## config.mk

```make
export PLATFORM = sky130hd
export DESIGN_NAME = wakeup_interrupt_dispatch
export DESIGN_NICKNAME = d
export VERILOG_FILES = /design/src/wakeup_irq_pkg.sv /design/src/change_sync.sv /design/src/wakeup_interrupt_dispatch.sv
export SDC_FILE = /design/constraint.sdc
export NUM_CORES = 1
export LEC_CHECK = 0
export ABC_AREA = 1
export BUFFER_PORTS_ARGS = -buffer_cell sky130_fd_sc_hd__buf_2
export CORE_MARGIN = 3
export CORE_UTILIZATION = 39
export DETAILED_ROUTE_END_ITERATION = 8
export PLACE_DENSITY = 0.71
export SYNTH_ARGS = -nofsm -noshare
export SYNTH_HDL_FRONTEND = slang
export SYNTH_HIERARCHICAL = 1
export SYNTH_SLANG_ARGS = --single-unit
```

## constraint.sdc

```tcl
create_clock -name core_clk -period 2.2 [get_ports core_clk]
set_clock_uncertainty 0.2 [all_clocks]
set_input_delay 0.22 -clock core_clk [delete_from_list [all_inputs] [get_ports core_clk]]
set_output_delay 0.22 -clock core_clk [all_outputs]
set_load 0.03 [all_outputs]
```

## src/wakeup_irq_pkg.sv

```systemverilog
package wakeup_irq_pkg;

  // event bit positions, shared by status, clear and irq enable registers
  localparam int EVT_W = 7;
  localparam int EVT_CMP1 = 0;
  localparam int EVT_CMP2 = 1;
  localparam int EVT_TMR1 = 2;
  localparam int EVT_TMR2 = 3;
  localparam int EVT_UTX = 4;
  localparam int EVT_URX = 5;
  localparam int EVT_UERR = 6;

  // comparator count and wake enable positions
  localparam int CMP_N = 2;
  localparam int WAKE_CMP1 = 0;
  localparam int WAKE_CMP2 = 1;

  // register map, byte addresses
  localparam int ADDR_W = 8;
  localparam logic [7:0] ADDR_STATUS = 8'h00;
  localparam logic [7:0] ADDR_CLEAR = 8'h04;
  localparam logic [7:0] ADDR_IRQ_EN = 8'h08;
  localparam logic [7:0] ADDR_WAKE_EN = 8'h0C;
  localparam logic [7:0] ADDR_STATE = 8'h10;

  // state register layout
  localparam int STATE_MODE_LSB = 0;
  localparam int STATE_GIE = 4;

  // values after reset
  localparam logic [6:0] STATUS_RST = 7'h00;
  localparam logic [6:0] IRQ_EN_RST = 7'h00;
  localparam logic [1:0] WAKE_EN_RST = 2'h0;

  // power states reported by the core sequencer
  typedef enum logic [3:0] {
    PWR_SLEEP = 4'b0001,
    PWR_IDLE = 4'b0010,
    PWR_LOWSPEED = 4'b0100,
    PWR_NORMAL = 4'b1000
  } power_state_t;

endpackage

```

## src/change_sync.sv

```systemverilog
`timescale 1ns/1ps
module change_sync (
  // clock and reset
  input wire logic core_clk,
  input wire logic rst,
  // asynchronous level in
  input wire logic asyncIn,
  // filtered level and change pulse
  output logic level,
  output logic changed
);

  logic s1_q;
  logic s2_q;
  logic s3_q;

  always_ff @(posedge core_clk or posedge rst) begin
    if (rst) begin
      s1_q <= 1'b0;
      s2_q <= 1'b0;
      s3_q <= 1'b0;
    end else begin
      s1_q <= asyncIn;
      s2_q <= s1_q;
      s3_q <= s2_q;
    end
  end

  // a new level counts only once the two later stages agree
  always_ff @(posedge core_clk or posedge rst) begin
    if (rst) begin
      level <= 1'b0;
      changed <= 1'b0;
    end else begin
      changed <= (s2_q == s3_q) && (s3_q != level);
      if (s2_q == s3_q) begin
        level <= s3_q;
      end
    end
  end

endmodule

```

## src/wakeup_interrupt_dispatch.sv

```systemverilog
// Design decisions made here: the register offsets and the address-and-strobe port.
`timescale 1ns/1ps
// What this block does
// - comparator wake only: change wakes from sleep or idle, never interrupts.
// - comparator wake and irq: wakes, then vectors if globally enabled.
// - comparator irq only: no wake; in run states vectors if globally enabled.
// - comparator both enables clear: change neither wakes nor interrupts.
// - timer one irq enabled: wakes from idle not sleep; vector per global.
// - timer two irq enabled: wakes from idle not sleep; vector per global.
// - uart transmit done never wakes; vectors in run if enabled globally.
// - uart receive full never wakes; vectors in run if enabled globally.
// - uart receive error never wakes; vectors in run if enabled globally.
// - after wake, interrupt if the waking source's irq enable and global enable are set, else next instruction.
module wakeup_interrupt_dispatch #(
  parameter int DATA_W = 32
) (
  // clock and reset
  input wire logic core_clk,
  input wire logic rst,
  // register port
  input wire logic [wakeup_irq_pkg::ADDR_W-1:0] regAddr,
  input wire logic [DATA_W-1:0] regWrData,
  input wire logic regWr,
  input wire logic regRd,
  output logic [DATA_W-1:0] regRdData,
  // analog comparator outputs, asynchronous
  input wire logic [wakeup_irq_pkg::CMP_N-1:0] comparatorOut,
  // peripheral event pulses, core clock
  input wire logic timerOneEvt,
  input wire logic timerTwoEvt,
  input wire logic uartTxDoneEvt,
  input wire logic uartRxFullEvt,
  input wire logic uartRxErrorEvt,
  // core state
  input wire wakeup_irq_pkg::power_state_t powerMode,
  input wire logic globalIrqEnabled,
  // outcome to the sequencer
  output logic wakeUp,
  output logic resumeNext,
  output logic vectorReq,
  output logic irq
);

  if (DATA_W < wakeup_irq_pkg::EVT_W) begin : g_bad_width
    $error("DATA_W too narrow for the event registers");
  end

  logic [wakeup_irq_pkg::CMP_N-1:0] cmpChange;
  logic [wakeup_irq_pkg::EVT_W-1:0] evt;
  logic [wakeup_irq_pkg::EVT_W-1:0] status_q;
  logic [wakeup_irq_pkg::EVT_W-1:0] status_d;
  logic [wakeup_irq_pkg::EVT_W-1:0] irqEn_q;
  logic [wakeup_irq_pkg::CMP_N-1:0] wakeEn_q;
  logic [wakeup_irq_pkg::EVT_W-1:0] clrMask;
  logic [wakeup_irq_pkg::EVT_W-1:0] wakeSrc;
  logic sleeping;
  logic idling;
  logic running;
  logic wakeHit;
  logic vectorOnWake;
  logic [DATA_W-1:0] rdMux;

  // comparator inputs cross into the core domain
  for (genvar i = 0; i < wakeup_irq_pkg::CMP_N; i++) begin : g_cmp
    change_sync u_sync (
      .core_clk(core_clk),
      .rst(rst),
      .asyncIn(comparatorOut[i]),
      .level(),
      .changed(cmpChange[i])
    );
  end

  always_comb begin
    evt = '0;
    evt[wakeup_irq_pkg::EVT_CMP1] = cmpChange[0];
    evt[wakeup_irq_pkg::EVT_CMP2] = cmpChange[1];
    evt[wakeup_irq_pkg::EVT_TMR1] = timerOneEvt;
    evt[wakeup_irq_pkg::EVT_TMR2] = timerTwoEvt;
    evt[wakeup_irq_pkg::EVT_UTX] = uartTxDoneEvt;
    evt[wakeup_irq_pkg::EVT_URX] = uartRxFullEvt;
    evt[wakeup_irq_pkg::EVT_UERR] = uartRxErrorEvt;
  end

  // illegal mode codes are treated as running so nothing stays asleep
  always_comb begin
    sleeping = 1'b0;
    idling = 1'b0;
    running = 1'b0;
    unique case (powerMode)
      wakeup_irq_pkg::PWR_SLEEP: begin
        sleeping = 1'b1;
      end
      wakeup_irq_pkg::PWR_IDLE: begin
        idling = 1'b1;
      end
      wakeup_irq_pkg::PWR_LOWSPEED, wakeup_irq_pkg::PWR_NORMAL: begin
        running = 1'b1;
      end
      default: begin
        running = 1'b1;
      end
    endcase
  end

  // sources that may wake in the present power state
  always_comb begin
    wakeSrc = '0;
    if (sleeping || idling) begin
      wakeSrc[wakeup_irq_pkg::EVT_CMP1] =
        evt[wakeup_irq_pkg::EVT_CMP1] & wakeEn_q[wakeup_irq_pkg::WAKE_CMP1];
      wakeSrc[wakeup_irq_pkg::EVT_CMP2] =
        evt[wakeup_irq_pkg::EVT_CMP2] & wakeEn_q[wakeup_irq_pkg::WAKE_CMP2];
    end
    // timers run only in idle, so they cannot wake from sleep
    if (idling) begin
      wakeSrc[wakeup_irq_pkg::EVT_TMR1] =
        evt[wakeup_irq_pkg::EVT_TMR1] & irqEn_q[wakeup_irq_pkg::EVT_TMR1];
      wakeSrc[wakeup_irq_pkg::EVT_TMR2] =
        evt[wakeup_irq_pkg::EVT_TMR2] & irqEn_q[wakeup_irq_pkg::EVT_TMR2];
    end
    // uart sources have no wake path at all
  end

  assign wakeHit = |wakeSrc;
  assign vectorOnWake = globalIrqEnabled && |(wakeSrc & irqEn_q);

  // clear register: write ones to clear
  always_comb begin
    clrMask = '0;
    if (regWr && regAddr == wakeup_irq_pkg::ADDR_CLEAR) begin
      clrMask = regWrData[wakeup_irq_pkg::EVT_W-1:0];
    end
  end

  // a set in the same cycle as its clear wins
  assign status_d = (status_q & ~clrMask) | evt;

  always_ff @(posedge core_clk or posedge rst) begin
    if (rst) begin
      status_q <= wakeup_irq_pkg::STATUS_RST;
    end else begin
      status_q <= status_d;
    end
  end

  always_ff @(posedge core_clk or posedge rst) begin
    if (rst) begin
      irqEn_q <= wakeup_irq_pkg::IRQ_EN_RST;
    end else if (regWr && regAddr == wakeup_irq_pkg::ADDR_IRQ_EN) begin
      irqEn_q <= regWrData[wakeup_irq_pkg::EVT_W-1:0];
    end
  end

  always_ff @(posedge core_clk or posedge rst) begin
    if (rst) begin
      wakeEn_q <= wakeup_irq_pkg::WAKE_EN_RST;
    end else if (regWr && regAddr == wakeup_irq_pkg::ADDR_WAKE_EN) begin
      wakeEn_q <= regWrData[wakeup_irq_pkg::CMP_N-1:0];
    end
  end

  // wake outcome: one pulse, with exactly one of vector or resume
  always_ff @(posedge core_clk or posedge rst) begin
    if (rst) begin
      wakeUp <= 1'b0;
      resumeNext <= 1'b0;
    end else begin
      wakeUp <= wakeHit;
      resumeNext <= wakeHit && !vectorOnWake;
    end
  end

  // vector only with a pending enabled source and global enable;
  // in sleep or idle it waits for a wake so masked sources stay quiet
  always_ff @(posedge core_clk or posedge rst) begin
    if (rst) begin
      vectorReq <= 1'b0;
    end else begin
      vectorReq <= globalIrqEnabled && (running || vectorOnWake)
                   && |(status_d & irqEn_q);
    end
  end

  always_ff @(posedge core_clk or posedge rst) begin
    if (rst) begin
      irq <= 1'b0;
    end else begin
      irq <= |(status_d & irqEn_q);
    end
  end

  // read data; unmapped addresses and the clear register read zero
  always_comb begin
    rdMux = '0;
    unique case (regAddr)
      wakeup_irq_pkg::ADDR_STATUS: begin
        rdMux[wakeup_irq_pkg::EVT_W-1:0] = status_q;
      end
      wakeup_irq_pkg::ADDR_IRQ_EN: begin
        rdMux[wakeup_irq_pkg::EVT_W-1:0] = irqEn_q;
      end
      wakeup_irq_pkg::ADDR_WAKE_EN: begin
        rdMux[wakeup_irq_pkg::CMP_N-1:0] = wakeEn_q;
      end
      wakeup_irq_pkg::ADDR_STATE: begin
        rdMux[wakeup_irq_pkg::STATE_MODE_LSB +: 4] = powerMode;
        rdMux[wakeup_irq_pkg::STATE_GIE] = globalIrqEnabled;
      end
      default: begin
        rdMux = '0;
      end
    endcase
  end

  always_ff @(posedge core_clk or posedge rst) begin
    if (rst) begin
      regRdData <= '0;
    end else if (regRd) begin
      regRdData <= rdMux;
    end else begin
      regRdData <= '0;
    end
  end

  a_pending_set: assert property (
    @(posedge core_clk) disable iff (rst)
    (evt != '0) |=> ((status_q & $past(evt)) == $past(evt))
  ) else $error("event did not set its pending flag");

  a_pending_hold: assert property (
    @(posedge core_clk) disable iff (rst)
    (clrMask == '0) |=> ((status_q & $past(status_q)) == $past(status_q))
  ) else $error("pending flag dropped without a clear");

  a_cmp_wake: assert property (
    @(posedge core_clk) disable iff (rst)
    (sleeping || idling) && cmpChange[0] && wakeEn_q[wakeup_irq_pkg::WAKE_CMP1]
    |=> wakeUp
  ) else $error("comparator change with wake enable did not wake");

  a_cmp_noie_resume: assert property (
    @(posedge core_clk) disable iff (rst)
    sleeping && cmpChange[1] && wakeEn_q[wakeup_irq_pkg::WAKE_CMP2]
    && !irqEn_q[wakeup_irq_pkg::EVT_CMP2] && (evt == cmpChange[1] << 1)
    |=> resumeNext && !vectorReq
  ) else $error("comparator wake without irq enable did not resume");

  a_cmp_both_vector: assert property (
    @(posedge core_clk) disable iff (rst)
    sleeping && cmpChange[0] && wakeEn_q[wakeup_irq_pkg::WAKE_CMP1]
    && irqEn_q[wakeup_irq_pkg::EVT_CMP1] && globalIrqEnabled
    |=> wakeUp && vectorReq && !resumeNext
  ) else $error("comparator wake with irq enable did not vector");

  a_no_wake_mask: assert property (
    @(posedge core_clk) disable iff (rst)
    (sleeping || idling) && (wakeEn_q == '0) && !timerOneEvt && !timerTwoEvt |=> !wakeUp
  ) else $error("wake without an enabled wake source");

  a_cmp_quiet: assert property (
    @(posedge core_clk) disable iff (rst)
    sleeping && (irqEn_q == '0) && (wakeEn_q == '0)
    |=> !wakeUp && !vectorReq
  ) else $error("masked source woke or vectored");

  a_timer_sleep: assert property (
    @(posedge core_clk) disable iff (rst)
    sleeping && (evt[6:2] != '0) && !cmpChange[0] && !cmpChange[1] |=> !wakeUp
  ) else $error("timer or uart woke from sleep");

  a_timer_idle: assert property (
    @(posedge core_clk) disable iff (rst)
    idling && timerTwoEvt && irqEn_q[wakeup_irq_pkg::EVT_TMR2] |=> wakeUp
  ) else $error("timer two did not wake from idle");

  a_uart_no_wake: assert property (
    @(posedge core_clk) disable iff (rst)
    (evt[3:0] == '0) |=> !wakeUp
  ) else $error("uart event caused a wake");

  a_run_vector: assert property (
    @(posedge core_clk) disable iff (rst)
    running && globalIrqEnabled && uartRxFullEvt && irqEn_q[wakeup_irq_pkg::EVT_URX]
    |=> vectorReq && irq
  ) else $error("enabled uart event did not vector in run");

  a_gie_gate: assert property (
    @(posedge core_clk) disable iff (rst)
    !globalIrqEnabled |=> !vectorReq
  ) else $error("vector taken with interrupts disabled");

  a_wake_outcome: assert property (
    @(posedge core_clk) disable iff (rst)
    wakeUp |-> (resumeNext != vectorReq)
  ) else $error("wake outcome not exactly one of vector or resume");

  a_cmp_wake_only: assert property (
    @(posedge core_clk) disable iff (rst)
    cmpChange[0] && !irqEn_q[wakeup_irq_pkg::EVT_CMP1] && (evt == 7'h01)
    && ((status_q & irqEn_q) == '0) |=> !vectorReq
  ) else $error("wake only comparator requested a vector");

  a_cmp_run_vector: assert property (
    @(posedge core_clk) disable iff (rst)
    running && globalIrqEnabled && cmpChange[1] && irqEn_q[wakeup_irq_pkg::EVT_CMP2]
    |=> vectorReq && !wakeUp
  ) else $error("enabled comparator did not vector in run");

  a_cmp_rest_masked: assert property (
    @(posedge core_clk) disable iff (rst)
    (sleeping || idling) && !wakeEn_q[wakeup_irq_pkg::WAKE_CMP1] && (evt == 7'h01)
    && ((status_q & irqEn_q) == '0) |=> !wakeUp && !vectorReq
  ) else $error("comparator without wake enable woke or vectored at rest");

  a_timer_one_idle: assert property (
    @(posedge core_clk) disable iff (rst)
    idling && timerOneEvt && irqEn_q[wakeup_irq_pkg::EVT_TMR1] && globalIrqEnabled
    |=> wakeUp && vectorReq && !resumeNext
  ) else $error("timer one did not wake and vector from idle");

  a_timer_masked: assert property (
    @(posedge core_clk) disable iff (rst)
    timerTwoEvt && !irqEn_q[wakeup_irq_pkg::EVT_TMR2] && (evt == 7'h08)
    && ((status_q & irqEn_q) == '0) |=> !wakeUp && !vectorReq && !irq
  ) else $error("masked timer two had an effect");

  a_uart_tx_run: assert property (
    @(posedge core_clk) disable iff (rst)
    running && globalIrqEnabled && uartTxDoneEvt && irqEn_q[wakeup_irq_pkg::EVT_UTX]
    |=> vectorReq && !wakeUp
  ) else $error("enabled uart transmit done did not vector in run");

  a_uart_err_run: assert property (
    @(posedge core_clk) disable iff (rst)
    running && globalIrqEnabled && uartRxErrorEvt && irqEn_q[wakeup_irq_pkg::EVT_UERR]
    |=> vectorReq
  ) else $error("enabled uart receive error did not vector in run");

  a_irq_level: assert property (
    @(posedge core_clk) disable iff (rst)
    irq == ((status_q & $past(irqEn_q)) != '0)
  ) else $error("irq level does not follow enabled pending flags");

endmodule

```

==> results of run 1 <==
metal layers:
metal  vias up  track usage [%]  part of all wire, %
met4         0            4.891                  1.5
met1       710            16.43                   41
met2        45            24.22                   51
met3         6            4.460                  6.5
met5         -                0                    0
li1        803                -                    -
kinds of logic after synthesis:
group	count (synthesis)	share of synthesized area, %
buffers and inverters	66	17.43
AO/OA/AOI/OAI	22	6.513
other	1	0.1914
AND/OR/NAND/NOR	107	25.54
flip-flops	37	47.25
multiplexers	4	3.065
cell type report:
cell class / instances / area share [%]
inverter: 41 / 6.347
multi-input combinational: 158 / 32.25
sequential: 37 / 38.18
clock inverter: 1 / 1.238
tap: 67 / 3.457
timing repair buffer: 57 / 14.96
clock buffer: 7 / 3.560
state kept, by name, summed over array words and instances (netlist names), 2 cells and up:
signal	flops
wakeEn_q	2
g_cmp.u_sync/changed	2
status_q	7
g_cmp.u_sync/level	2
g_cmp.u_sync/s2_q	2
g_cmp.u_sync/s1_q	2
regRdData	7
irqEn_q	7
g_cmp.u_sync/s3_q	2
cell usage after synthesis (all sizes together):
| cell | number | area share (%) |
|---|---|---|
| buf | 25 | 9.6 |
| nor2 | 11 | 3.4 |
| mux2 | 4 | 3.1 |
| a41oi | 1 | 0.45 |
| a21boi | 2 | 0.77 |
| nand3 | 11 | 3.1 |
| a21oi | 7 | 1.8 |
| nand4 | 4 | 1.6 |
| o21ai | 8 | 2.0 |
| a31oi | 1 | 0.32 |
| o211ai | 2 | 0.77 |
| inv | 41 | 7.9 |
| nor3 | 2 | 0.51 |
| nand2 | 79 | 17 |
| dfrtp | 37 | 47 |
| conb | 1 | 0.19 |
| o21a | 1 | 0.38 |
worst max-delay path by stage:
stage | start | end | cells past startpoint
floorplan | regAddr[6] | irqEn_q[2] | 7
global placement | regAddr[6] | irqEn_q[2] | 8
detailed placement | regAddr[6] | irqEn_q[3] | 8
CTS | timerOneEvt | resumeNext | 9
global route | timerOneEvt | resumeNext | 9
finish | timerOneEvt | resumeNext | 9
repair_timing:
action,4_1_cts,5_1_grt
hold buffers,15,0
hold endpoints to repair,51,0
setup buffers,0,0
tightest hold or removal path, stage by stage:
cell	delay, ps
buf_2	110
inv_1	50
o21ai_0	70
power breakdown:
group / total (mW) / internal, mW / switching, mW
Clock: 0.599 / 0.369 / 0.230
Sequential: 0.728 / 0.709 / 0.0195
Combinational: 0.226 / 0.0727 / 0.153
metrics by stage:
step / power, mW / setup WS (ps) / instance area (um^2)
2_1_floorplan: 0.9170 / 810.0 / 2049
3_3_place_gp: 0.9444 / 562.9 / 2158
3_5_place_dp: 0.9481 / 551.6 / 2158
4_1_cts: 1.571 / 739.3 / 2425
5_1_grt: 1.626 / 661.9 / 2425
6_report: 1.554 / 754.2 / 2425
==> results.md, run 1 <==
* Inst Count DP at 345
* Worst r2r path cells at 7
* Clock sinks at 37
* Setup crit start kind: primary input
* Cell row count at 25
* DP Wirelength at 2.992 mm
* # IOs at 92
* Hold Path Sink: wakeEn_q[1]
* Core Region at 0.004786 mm^2
* Longest Clk Path Bufs at 2
* Minimum clock period at 1446 ps
* Worst path required time at 2210 ps
* Hold WC Path Type: in2reg
* Max-cap viol count at 0
* Launch point of the worst reg-to-reg path: irqEn_q[3]
* Clock Latency Late Sink at 290 ps
* CTS tree: done
* Post-CTS Resized at 0
* Remaining global-route overflow at 0
* Post-synth cell types at 27
* Worst reg2reg path endpoint: resumeNext
* Synth Register Bits at 37
* Final #Nets at 356
* CP cell instances: dlygate4sd3_1 -> buf_2 -> nand2_1 -> nand2_1 -> nand4_1 -> o21ai_0 -> inv_1 -> nand2_1 -> a21boi_0
* Most frequent cells in the layout: nand2_1, buf_2, dfrtp_1
* CP delay by family, top: buffers and inverters
* Hold Crit Depth at 3
* Cell Pwr Density at 640.8 mW/mm^2
* DRC at 0
* Final std cells w/o fill at 368
* # diodes at 0
* Mapped Area at 0.001959 mm^2
* Average size of a mapped cell at 8.267 um^2
* Die area at 0.005911 mm^2
* Clock transition at path regs at 70 ps
* Max incr delay on CP at 520 ps
* Fillers at 464
* Setup slack, reg-to-reg at 880 ps
* Worst setup path class: in2reg
* Fin Setup TNS at 0 ps
* Largest net degree at the start of global routing at 28
* Register area at 925.9 um^2
* Outcome: finished clean
* GPL Wtd Cong at 0.7614
* Die extent in x at 76.88 um
* DR iter-0 viols at 100
* Root Buffer: clkbuf_8
* Antenna-violating nets left at 0
* Sequential fraction of the synthesis area at 47.25%
* Number of buffers added on ports at 41
* Min-Delay Startpoint: regWrData[1]
* Max Freq at 691.7 MHz
* Total wire length at 3.956 mm
* Drt pass-1 iters at 4
* Initial Util at 40.94%
* Overall Global Routing Usage at 14.07%
* Setup crit end kind: register
* Count of final setup violators at 0
* Crit share post-route at 65.72%
* Vias in the first global route at 1507
* Slowest library cell on the worst path: dlygate4sd3_1
* Vias per cell at 4.250
* Via count at 1564
* Max-slew violation total from the final report at 0
* Hold_ws at 16.08 ps
* Antenna violations before repair at 0
* Avg WL per Cell at 10.75 um
* Syn Inst Count at 237
* Worst Path Arrival at 1460 ps
* Commonest non-fill, non-tap cell in the layout: nand2_1
* Final Hold Vio Count at 0
* Final core occ at 50.67%
* CP bufs+invs at 3
* H-tree Lvls at 2
* VDD IR max at 0.0004634 V
* CTS Buf Count at 5
* Die Ht at 76.88 um
* Area used by multi-input combinational logic at 782.0 um^2
* YS warnings at 6
* RSZ-0062 raised after global routing: no
* Layout cells sized above 1 at 26.58%
* P&R area growth vs syn at 23.76%
* First-pass GRT wire length at 6.555 mm
* CP max FO at 2
* LEAKAGE at 1.392 nW
* Most Frequent Cell on Critical Path: nand2_1
Power figures use the tool's default switching activity.
==> inputs of run 2 (changes only) <==
--- a/config.mk
+++ b/config.mk
@@ -5,7 +5,7 @@
 export SDC_FILE = /design/constraint.sdc
 export NUM_CORES = 1
 export LEC_CHECK = 0
-export ABC_AREA = 1
+export ABC_AREA = 0
 export BUFFER_PORTS_ARGS = -buffer_cell sky130_fd_sc_hd__buf_2
 export CORE_MARGIN = 3
 export CORE_UTILIZATION = 39
==> constraint.sdc (replaced) <==
create_clock -name core_clk -period 1.4 [get_ports core_clk]
set_clock_uncertainty 0.2 [all_clocks]
set_input_delay 0.14 -clock core_clk [delete_from_list [all_inputs] [get_ports core_clk]]
set_output_delay 0.14 -clock core_clk [all_outputs]
set_load 0.03 [all_outputs]
==> run 2 against run 1 <==
The run now ends with hold timing, setup timing left. Core utilization rose by 7.2 points. Non-clock buffer count is 25 higher. Register-to-register slack lost 930 ps. Die area shrank 1.2%. Count of clock-buffer cells in the layout is 1 lower. Worst hold slack got worse by 31 ps. Largest power group unchanged. Highest routed layer unchanged.
==> results.md, run 2 <==
* Antenna-violating nets left at 0 (unchanged)
* Hold WC Path Type: in2reg
* Async set or reset register ratio after synthesis at 100.0% (unchanged)
* Core Region at 0.004564 mm^2 (-4.6%)
* VDD IR max at 0.0006573 V (+42%)
* Syn Inst Count at 182 (-23%)
* CTS tree: done
* Compound-Gate Fraction of Synth Area at 12.74% (+6.2 points)
* Layout cells sized above 1 at 33.46% (+6.9 points)
* Vias per cell at 4.650 (+9.4%)
* Sequential fraction of the synthesis area at 47.87% (+0.61 points)
* Setup crit end kind: register
* Die area at 0.005841 mm^2 (-1.2%)
* Worst setup path class: in2reg
* Launch point of the worst reg-to-reg path: irqEn_q[3]
* Fillers at 406 (-13%)
* Count of final setup violators at 18 (+18)
* Cell row count at 24 (-4.0%)
* Post-route worst setup slack at -185.5 ps (-939.7 ps)
* Synth Area in Simple Gates at 17.27% (-8.3 points)
* Final std cells w/o fill at 331 (-10%)
* Hold Path Sink: wakeUp
* Final Hold Vio Count at 1 (+1)
* GPL Wtd Cong at 0.8478 (+11%)
* CP max FO at 3 (+1)
* Cell Pwr Density at 973.0 mW/mm^2 (+52%)
* Largest net degree at the start of global routing at 28 (unchanged)
* Root Buffer: clkbuf_8
* Avg WL per Cell at 13.14 um (+22%)
* Longest Clk Path Bufs at 2 (unchanged)
* Antenna violations before repair at 0 (unchanged)
* # diodes at 0 (unchanged)
* # IOs at 92 (unchanged)
* Crit share post-route at 113.2%
* Largest family of logic cells by synthesized area: simple AND/OR/NAND/NOR gates
* Max-slew violation total from the final report at 0 (unchanged)
* Final #Nets at 321 (-9.8%)
* First-pass GRT wire length at 7.155 mm (+9.2%)
* Worst r2r path cells at 5 (-2)
* Most frequent cell after synthesis: dfrtp_1
* Worst Path Arrival at 1550 ps (+90 ps)
* Setup crit start kind: primary input
* Synth area leader: dfrtp_1
* Minimum clock period at 1585 ps
* Overall Global Routing Usage at 15.29% (+1.2 points)
* Clock Latency Late Sink at 290 ps (about the same)
* Synth top area cells: dfrtp_1, buf_4, o21ai_0, mux2_1, mux2i_1
* Post-synthesis xor/xnor area fraction at 0% (unchanged)
* Clock transition at path regs at 70 ps (about the same)
* Most used DFF post-synth: dfrtp_1
* Most frequent cells after synthesis: dfrtp_1, buf_4, o21ai_0
* Violated checks: hold timing, setup timing
* Worst path required time at 1360 ps (-850 ps)
* Post-synthesis adder-cell area fraction at 1.164% (+1.2 points)
* RSZ-0062 raised after global routing: yes
* Setup slack, reg-to-reg at -50 ps (-930 ps)
* Mapped Area at 0.001934 mm^2 (-1.3%)
* YS warnings at 6 (unchanged)
* Hold Crit Depth at 4 (+1)
* Setup Slack @ Placement at -514.0 ps (-1066 ps)
* Max-cap viol count at 0 (unchanged)
* Clock sinks at 37 (unchanged)
* Via count at 1539 (-1.6%)
* Average size of a mapped cell at 10.63 um^2 (+29%)
* Worst reg2reg path endpoint: vectorReq
* Outcome: finished, violations left
* DRC at 0 (unchanged)
* Vias in the first global route at 1573 (+4.4%)
* P&R area growth vs syn at 36.48%
* Remaining global-route overflow at 0 (unchanged)
* Drt pass-1 iters at 4 (unchanged)
* Commonest non-fill, non-tap cell in the layout: buf_2
* Hold_ws at -15.23 ps (-31.31 ps)
* Initial Util at 42.38% (+1.4 points)
* Die extent in x at 76.43 um (-0.59%)
* H-tree Lvls at 2 (unchanged)
* Total wire length at 4.349 mm (+9.9%)
* Post-synth cell types at 38 (+41%)
* EDFF count, synth at 0 (unchanged)
* Max Freq at 630.7 MHz
* DP Wirelength at 3.127 mm (+4.5%)
* Number of buffers added on ports at 41 (unchanged)
* CTS Buf Count at 5 (unchanged)
* DR iter-0 viols at 60 (-40%)
* Largest regs: irqEn_q x7, regRdData x7, status_q x7
* Inst Count DP at 300 (-13%)
* Min-Delay Startpoint: powerMode[2]
* Post-synthesis mux area share at 8.862% (+5.8 points)
* Synth Register Bits at 37 (unchanged)
* Most frequent cells in the layout: buf_2, dfrtp_1, conb_1
* LEAKAGE at 1.234 nW (-11%)
* Die Ht at 76.43 um (-0.59%)
* Synth top area share at 47.87% (+0.61 points)
-- run 2: changes by cell type after synthesis, moves of 8 or more --
cell,delta
nand2_1,-59
o21ai_0,+11
nor2b_1,+10
inv_1,-26
nand2_2,-8
inv_2,-12
-- run 2: cells by family (layout without fill, tap and decap cells) --
kind of cell / Yosys count / in the layout
buffers and inverters: 33 / 93
AO/OA/AOI/OAI: 38 / 38
AND/OR/NAND/NOR: 55 / 55
multiplexers: 16 / 16
other: 1 / 25
adder cells (fa/ha/maj): 2 / 2
flip-flops: 37 / 37
-- run 2: worst max-delay path by stage --
stage / start / endpoint / slack [ps] / cells after the start
6_report: regAddr[0] / vectorReq / -190 / 6
5_1_grt: regAddr[0] / status_q[6] / -210 / 8
4_1_cts: regAddr[0] / irqEn_q[3] / -180 / 6
3_5_place_dp: regAddr[6] / irqEn_q[6] / -510 / 6
3_3_place_gp: regAddr[6] / irqEn_q[6] / -510 / 6
2_1_floorplan: regAddr[6] / irqEn_q[0] / -360 / 5
-- run 2: per-layer routing --
layer	vias up	routed length, um	track usage (%)
met5	-	0	0
met4	0	104	7.428
met3	12	301	4.728
met2	54	2070	25.31
met1	711	1872	17.94
li1	762	-	-
-- run 2: final cells by class --
type                       instances  area, um^2  share of cell area, %
sequential                        37       925.9                  35.07
multi-input combinational        136       915.9                  34.69
timing repair buffer              82       585.6                  22.18
clock buffer                       6       82.58                  3.128
tap                               65       81.33                  3.081
clock inverter                     2       37.54                  1.422
inverter                           3       11.26                 0.4265
-- run 2: stage by stage --
step	power (mW)	TNS [ps]	cell area, um^2	utilization (%)
after floorplan	1.471	-4720	2033	-
after global placement	1.550	-9304	2232	48.90
after detailed placement	1.555	-9603	2232	48.90
after CTS	2.587	-2411	2603	57.02
after global routing	2.674	-3389	2640	57.84
final	2.569	-2696	2640	57.84
-- run 2: what timing repair did --
action | in CTS | in global routing
endpoints found under the hold margin | 62 | 5
endpoints found under the setup margin | 19 | 23
gates cloned | 0 | 0
pin swaps | 5 | 3
resized for setup | 10 | 7
hold buffers | 20 | 1
setup buffers | 1 | 1
-- run 2: worst max-delay path: stages --
cell and delay [ps]:
buf_6 90, or4_4 540, buf_4 160, or3_4 340, o221ai_2 160, a41oi_1 120
-- run 2: power by group --
group | total, mW | switching (mW) | internal [mW]
Clock | 0.968 | 0.389 | 0.579
Sequential | 1.15 | 0.0301 | 1.12
Combinational | 0.455 | 0.273 | 0.182
==> inputs of run 3 (changes only) <==
--- a/config.mk
+++ b/config.mk
@@ -9,6 +9,7 @@
 export BUFFER_PORTS_ARGS = -buffer_cell sky130_fd_sc_hd__buf_2
 export CORE_MARGIN = 3
 export CORE_UTILIZATION = 39
+export CTS_BUF_LIST = sky130_fd_sc_hd__clkbuf_4
 export DETAILED_ROUTE_END_ITERATION = 8
 export PLACE_DENSITY = 0.71
 export SYNTH_ARGS = -nofsm -noshare
==> run 3 against run 2 <==
The flow still finishes with violations (hold timing, setup timing). Sequential power about the same. Power is 8.3% lower. Worst hold slack got worse by 5.9 ps. Sequential share of layout area decreased by 0.25 points. Die area stayed put. Final cell count grew 0.91%. Count of clock-buffer cells in the layout is 1 lower. Non-clock buffer count rose by 3. Register-to-register slack lost 20 ps. Combinational power is 4.4% higher. Via count up 3.1%. Largest power group unchanged. Highest routed layer unchanged.
==> results.md, run 3 (same netlist as run 2, synthesis figures left out) <==
* Outcome: finished, violations left
* Violated checks: hold timing, setup timing
* Overall Global Routing Usage at 15.26% (-0.025 points)
* Cell area after layout at 0.002659 mm^2 (+0.71%)
* Hold WC Path Type: in2reg
* Layout cells sized above 1 at 34.20% (+0.74 points)
* Final #Nets at 324 (+0.93%)
* Die Ht at 76.43 um (unchanged)
* Root Buffer: clkbuf_4
* Final core occ at 58.25% (+0.41 points)
* VDD IR max at 0.0006469 V (-1.6%)
* GPL Wtd Cong at 0.8478 (unchanged)
* DRC at 0 (unchanged)
* Most Frequent Cell on Critical Path: buf_6
* Post-route worst setup slack at -144.1 ps (+41.37 ps)
* Crit share post-route at 110.3% (-3.0 points)
* RSZ-0062 raised after global routing: yes
* Pint at 1.678 mW (-11%)
* Drt pass-1 iters at 4 (unchanged)
* Crit path depth at 6 (unchanged)
* DP Wirelength at 3.127 mm (unchanged)
* DR iter-0 viols at 91 (+52%)
* Slowest library cell on the worst path: or4_4
* Antenna-violating nets left at 0 (unchanged)
* CP cell instances: buf_6 -> or4_4 -> nor2_4 -> and4b_2 -> buf_6 -> mux2_4
* P_sw at 0.6770 mW (-2.2%)
* # diodes at 0 (unchanged)
* Comb pwr share at 20.2% (+2.5 points)
* Setup crit end kind: register
* DP Area at 0.002232 mm^2 (unchanged)
* Fin Setup TNS at -1812 ps (+884.1 ps)
* Total power at 2.355 mW (-8.3%)
* Remaining global-route overflow at 0 (unchanged)
* Antenna violations before repair at 0 (unchanged)
* Clock transition at path regs at 120 ps (+50 ps)
* Max Freq at 647.6 MHz (+2.7%)
* Reg power frac at 48.7% (+4.1 points)
* Count of final setup violators at 18 (unchanged)
* Clock Latency Late Sink at 340 ps (+50 ps)
* Hold Crit Depth at 4 (unchanged)
* Core Region at 0.004564 mm^2 (unchanged)
* Die area at 0.005841 mm^2 (unchanged)
* Switch share at 28.75% (+1.8 points)
* Setup Slack @ Placement at -514.0 ps (unchanged)
* CP bufs+invs at 2 (unchanged)
* Setup crit start kind: primary input
* Worst r2r path cells at 5 (unchanged)
* Worst Path Arrival at 1570 ps (+20 ps)
* Final std cells w/o fill at 334 (+0.91%)
* Avg WL per Cell at 13.34 um (+1.6%)
* CP delay by family, top: simple AND/OR/NAND/NOR gates
* Max-slew violation total from the final report at 0 (unchanged)
* P&R area growth vs syn at 37.45%
* Largest net degree at the start of global routing at 28 (unchanged)
* Min-Delay Startpoint: powerMode[1]
* Vias in the first global route at 1593 (+1.3%)
* Total wire length at 4.457 mm (+2.5%)
* Worst setup path class: in2reg
* Cell row count at 24 (unchanged)
* Die extent in x at 76.43 um (unchanged)
* Commonest non-fill, non-tap cell in the layout: buf_2
* H-tree Lvls at 2 (unchanged)
* CP max FO at 5 (+2)
* Worst path required time at 1430 ps (+70 ps)
* Final Hold Vio Count at 1 (unchanged)
* Number of buffers added on ports at 41 (unchanged)
* Minimum clock period at 1544 ps (-41.37 ps)
* Largest regs: irqEn_q x7, regRdData x7, status_q x7
* CTS tree: done
* Longest Clk Path Bufs at 2 (unchanged)
* LEAKAGE at 1.232 nW (-0.13%)
* Crit path from: regAddr[0]
* Clock sinks at 37 (unchanged)
* Cell Pwr Density at 885.6 mW/mm^2 (-9.0%)
* Via count at 1586 (+3.1%)
* Vias per cell at 4.749 (+2.1%)
* Initial Util at 42.38% (unchanged)
* Inst Count DP at 300 (unchanged)
* Setup slack, reg-to-reg at -70 ps (-20 ps)
* Clock network power share at 31.1% (-6.6 points)
* CTS Buf Count at 5 (unchanged)
* Launch point of the worst reg-to-reg path: irqEn_q[3]
* Most frequent cells in the layout: buf_2, dfrtp_1, conb_1
* # IOs at 92 (unchanged)
* First-pass GRT wire length at 7.279 mm (+1.7%)
* Max-cap viol count at 0 (unchanged)
* Hold_ws at -21.13 ps (-5.898 ps)
* Max incr delay on CP at 540 ps (about the same)
==> run 3: path summary, 6_finish.rpt <==
kind,endpoint
worst min register to register,g_cmp[0].u_sync/s2_q
max in group asynchronous,irqEn_q[2]
worst min-delay path,wakeUp
min in group asynchronous,g_cmp[0].u_sync/level
worst max register to register,vectorReq
worst max-delay path,irqEn_q[3]
==> run 3: what timing repair did <==
action / CTS / global route
setup buffers: 1 / 1
gates resized for setup: 11 / 14
hold buffers: 24 / 0
endpoints found under the setup margin: 13 / 20
endpoints found under the hold margin: 66 / 0
pin swaps: 5 / 3
==> run 3: layer usage <==
layer	wire (um)	up-vias	share of wire, %	track usage, %
li1	-	767	-	-
met1	1923	737	43	18.83
met2	2151	67	48	25.57
met3	282	15	6.3	4.019
met4	99	0	2.2	5.616
met5	0	-	0	0
==> run 3: power groups by stage <==
stage               Combinational [mW]  Clock (mW)  Sequential (mW)
global route                     0.511       0.786             1.15
floorplan                        0.276           0             1.20
CTS                              0.455       0.753             1.15
global placement                 0.386           0             1.16
finish                           0.475       0.733             1.15
detailed placement               0.389           0             1.17
==> run 3: final cells by class <==
class	instances	area (um^2)
sequential	37	925.9
timing repair buffer	85	619.3
multi-input combinational	136	942.2
tap	65	81.33
inverter	3	11.26
fill	400	1906
clock buffer	5	37.54
clock inverter	3	41.29
==> run 3: tightest hold or removal path: cells and delay by family <==
family	cells	cell delay (ps)
AOI/OAI and AO/OA	2	210
and+or+nand+nor	1	50
buffers and inverters	1	90
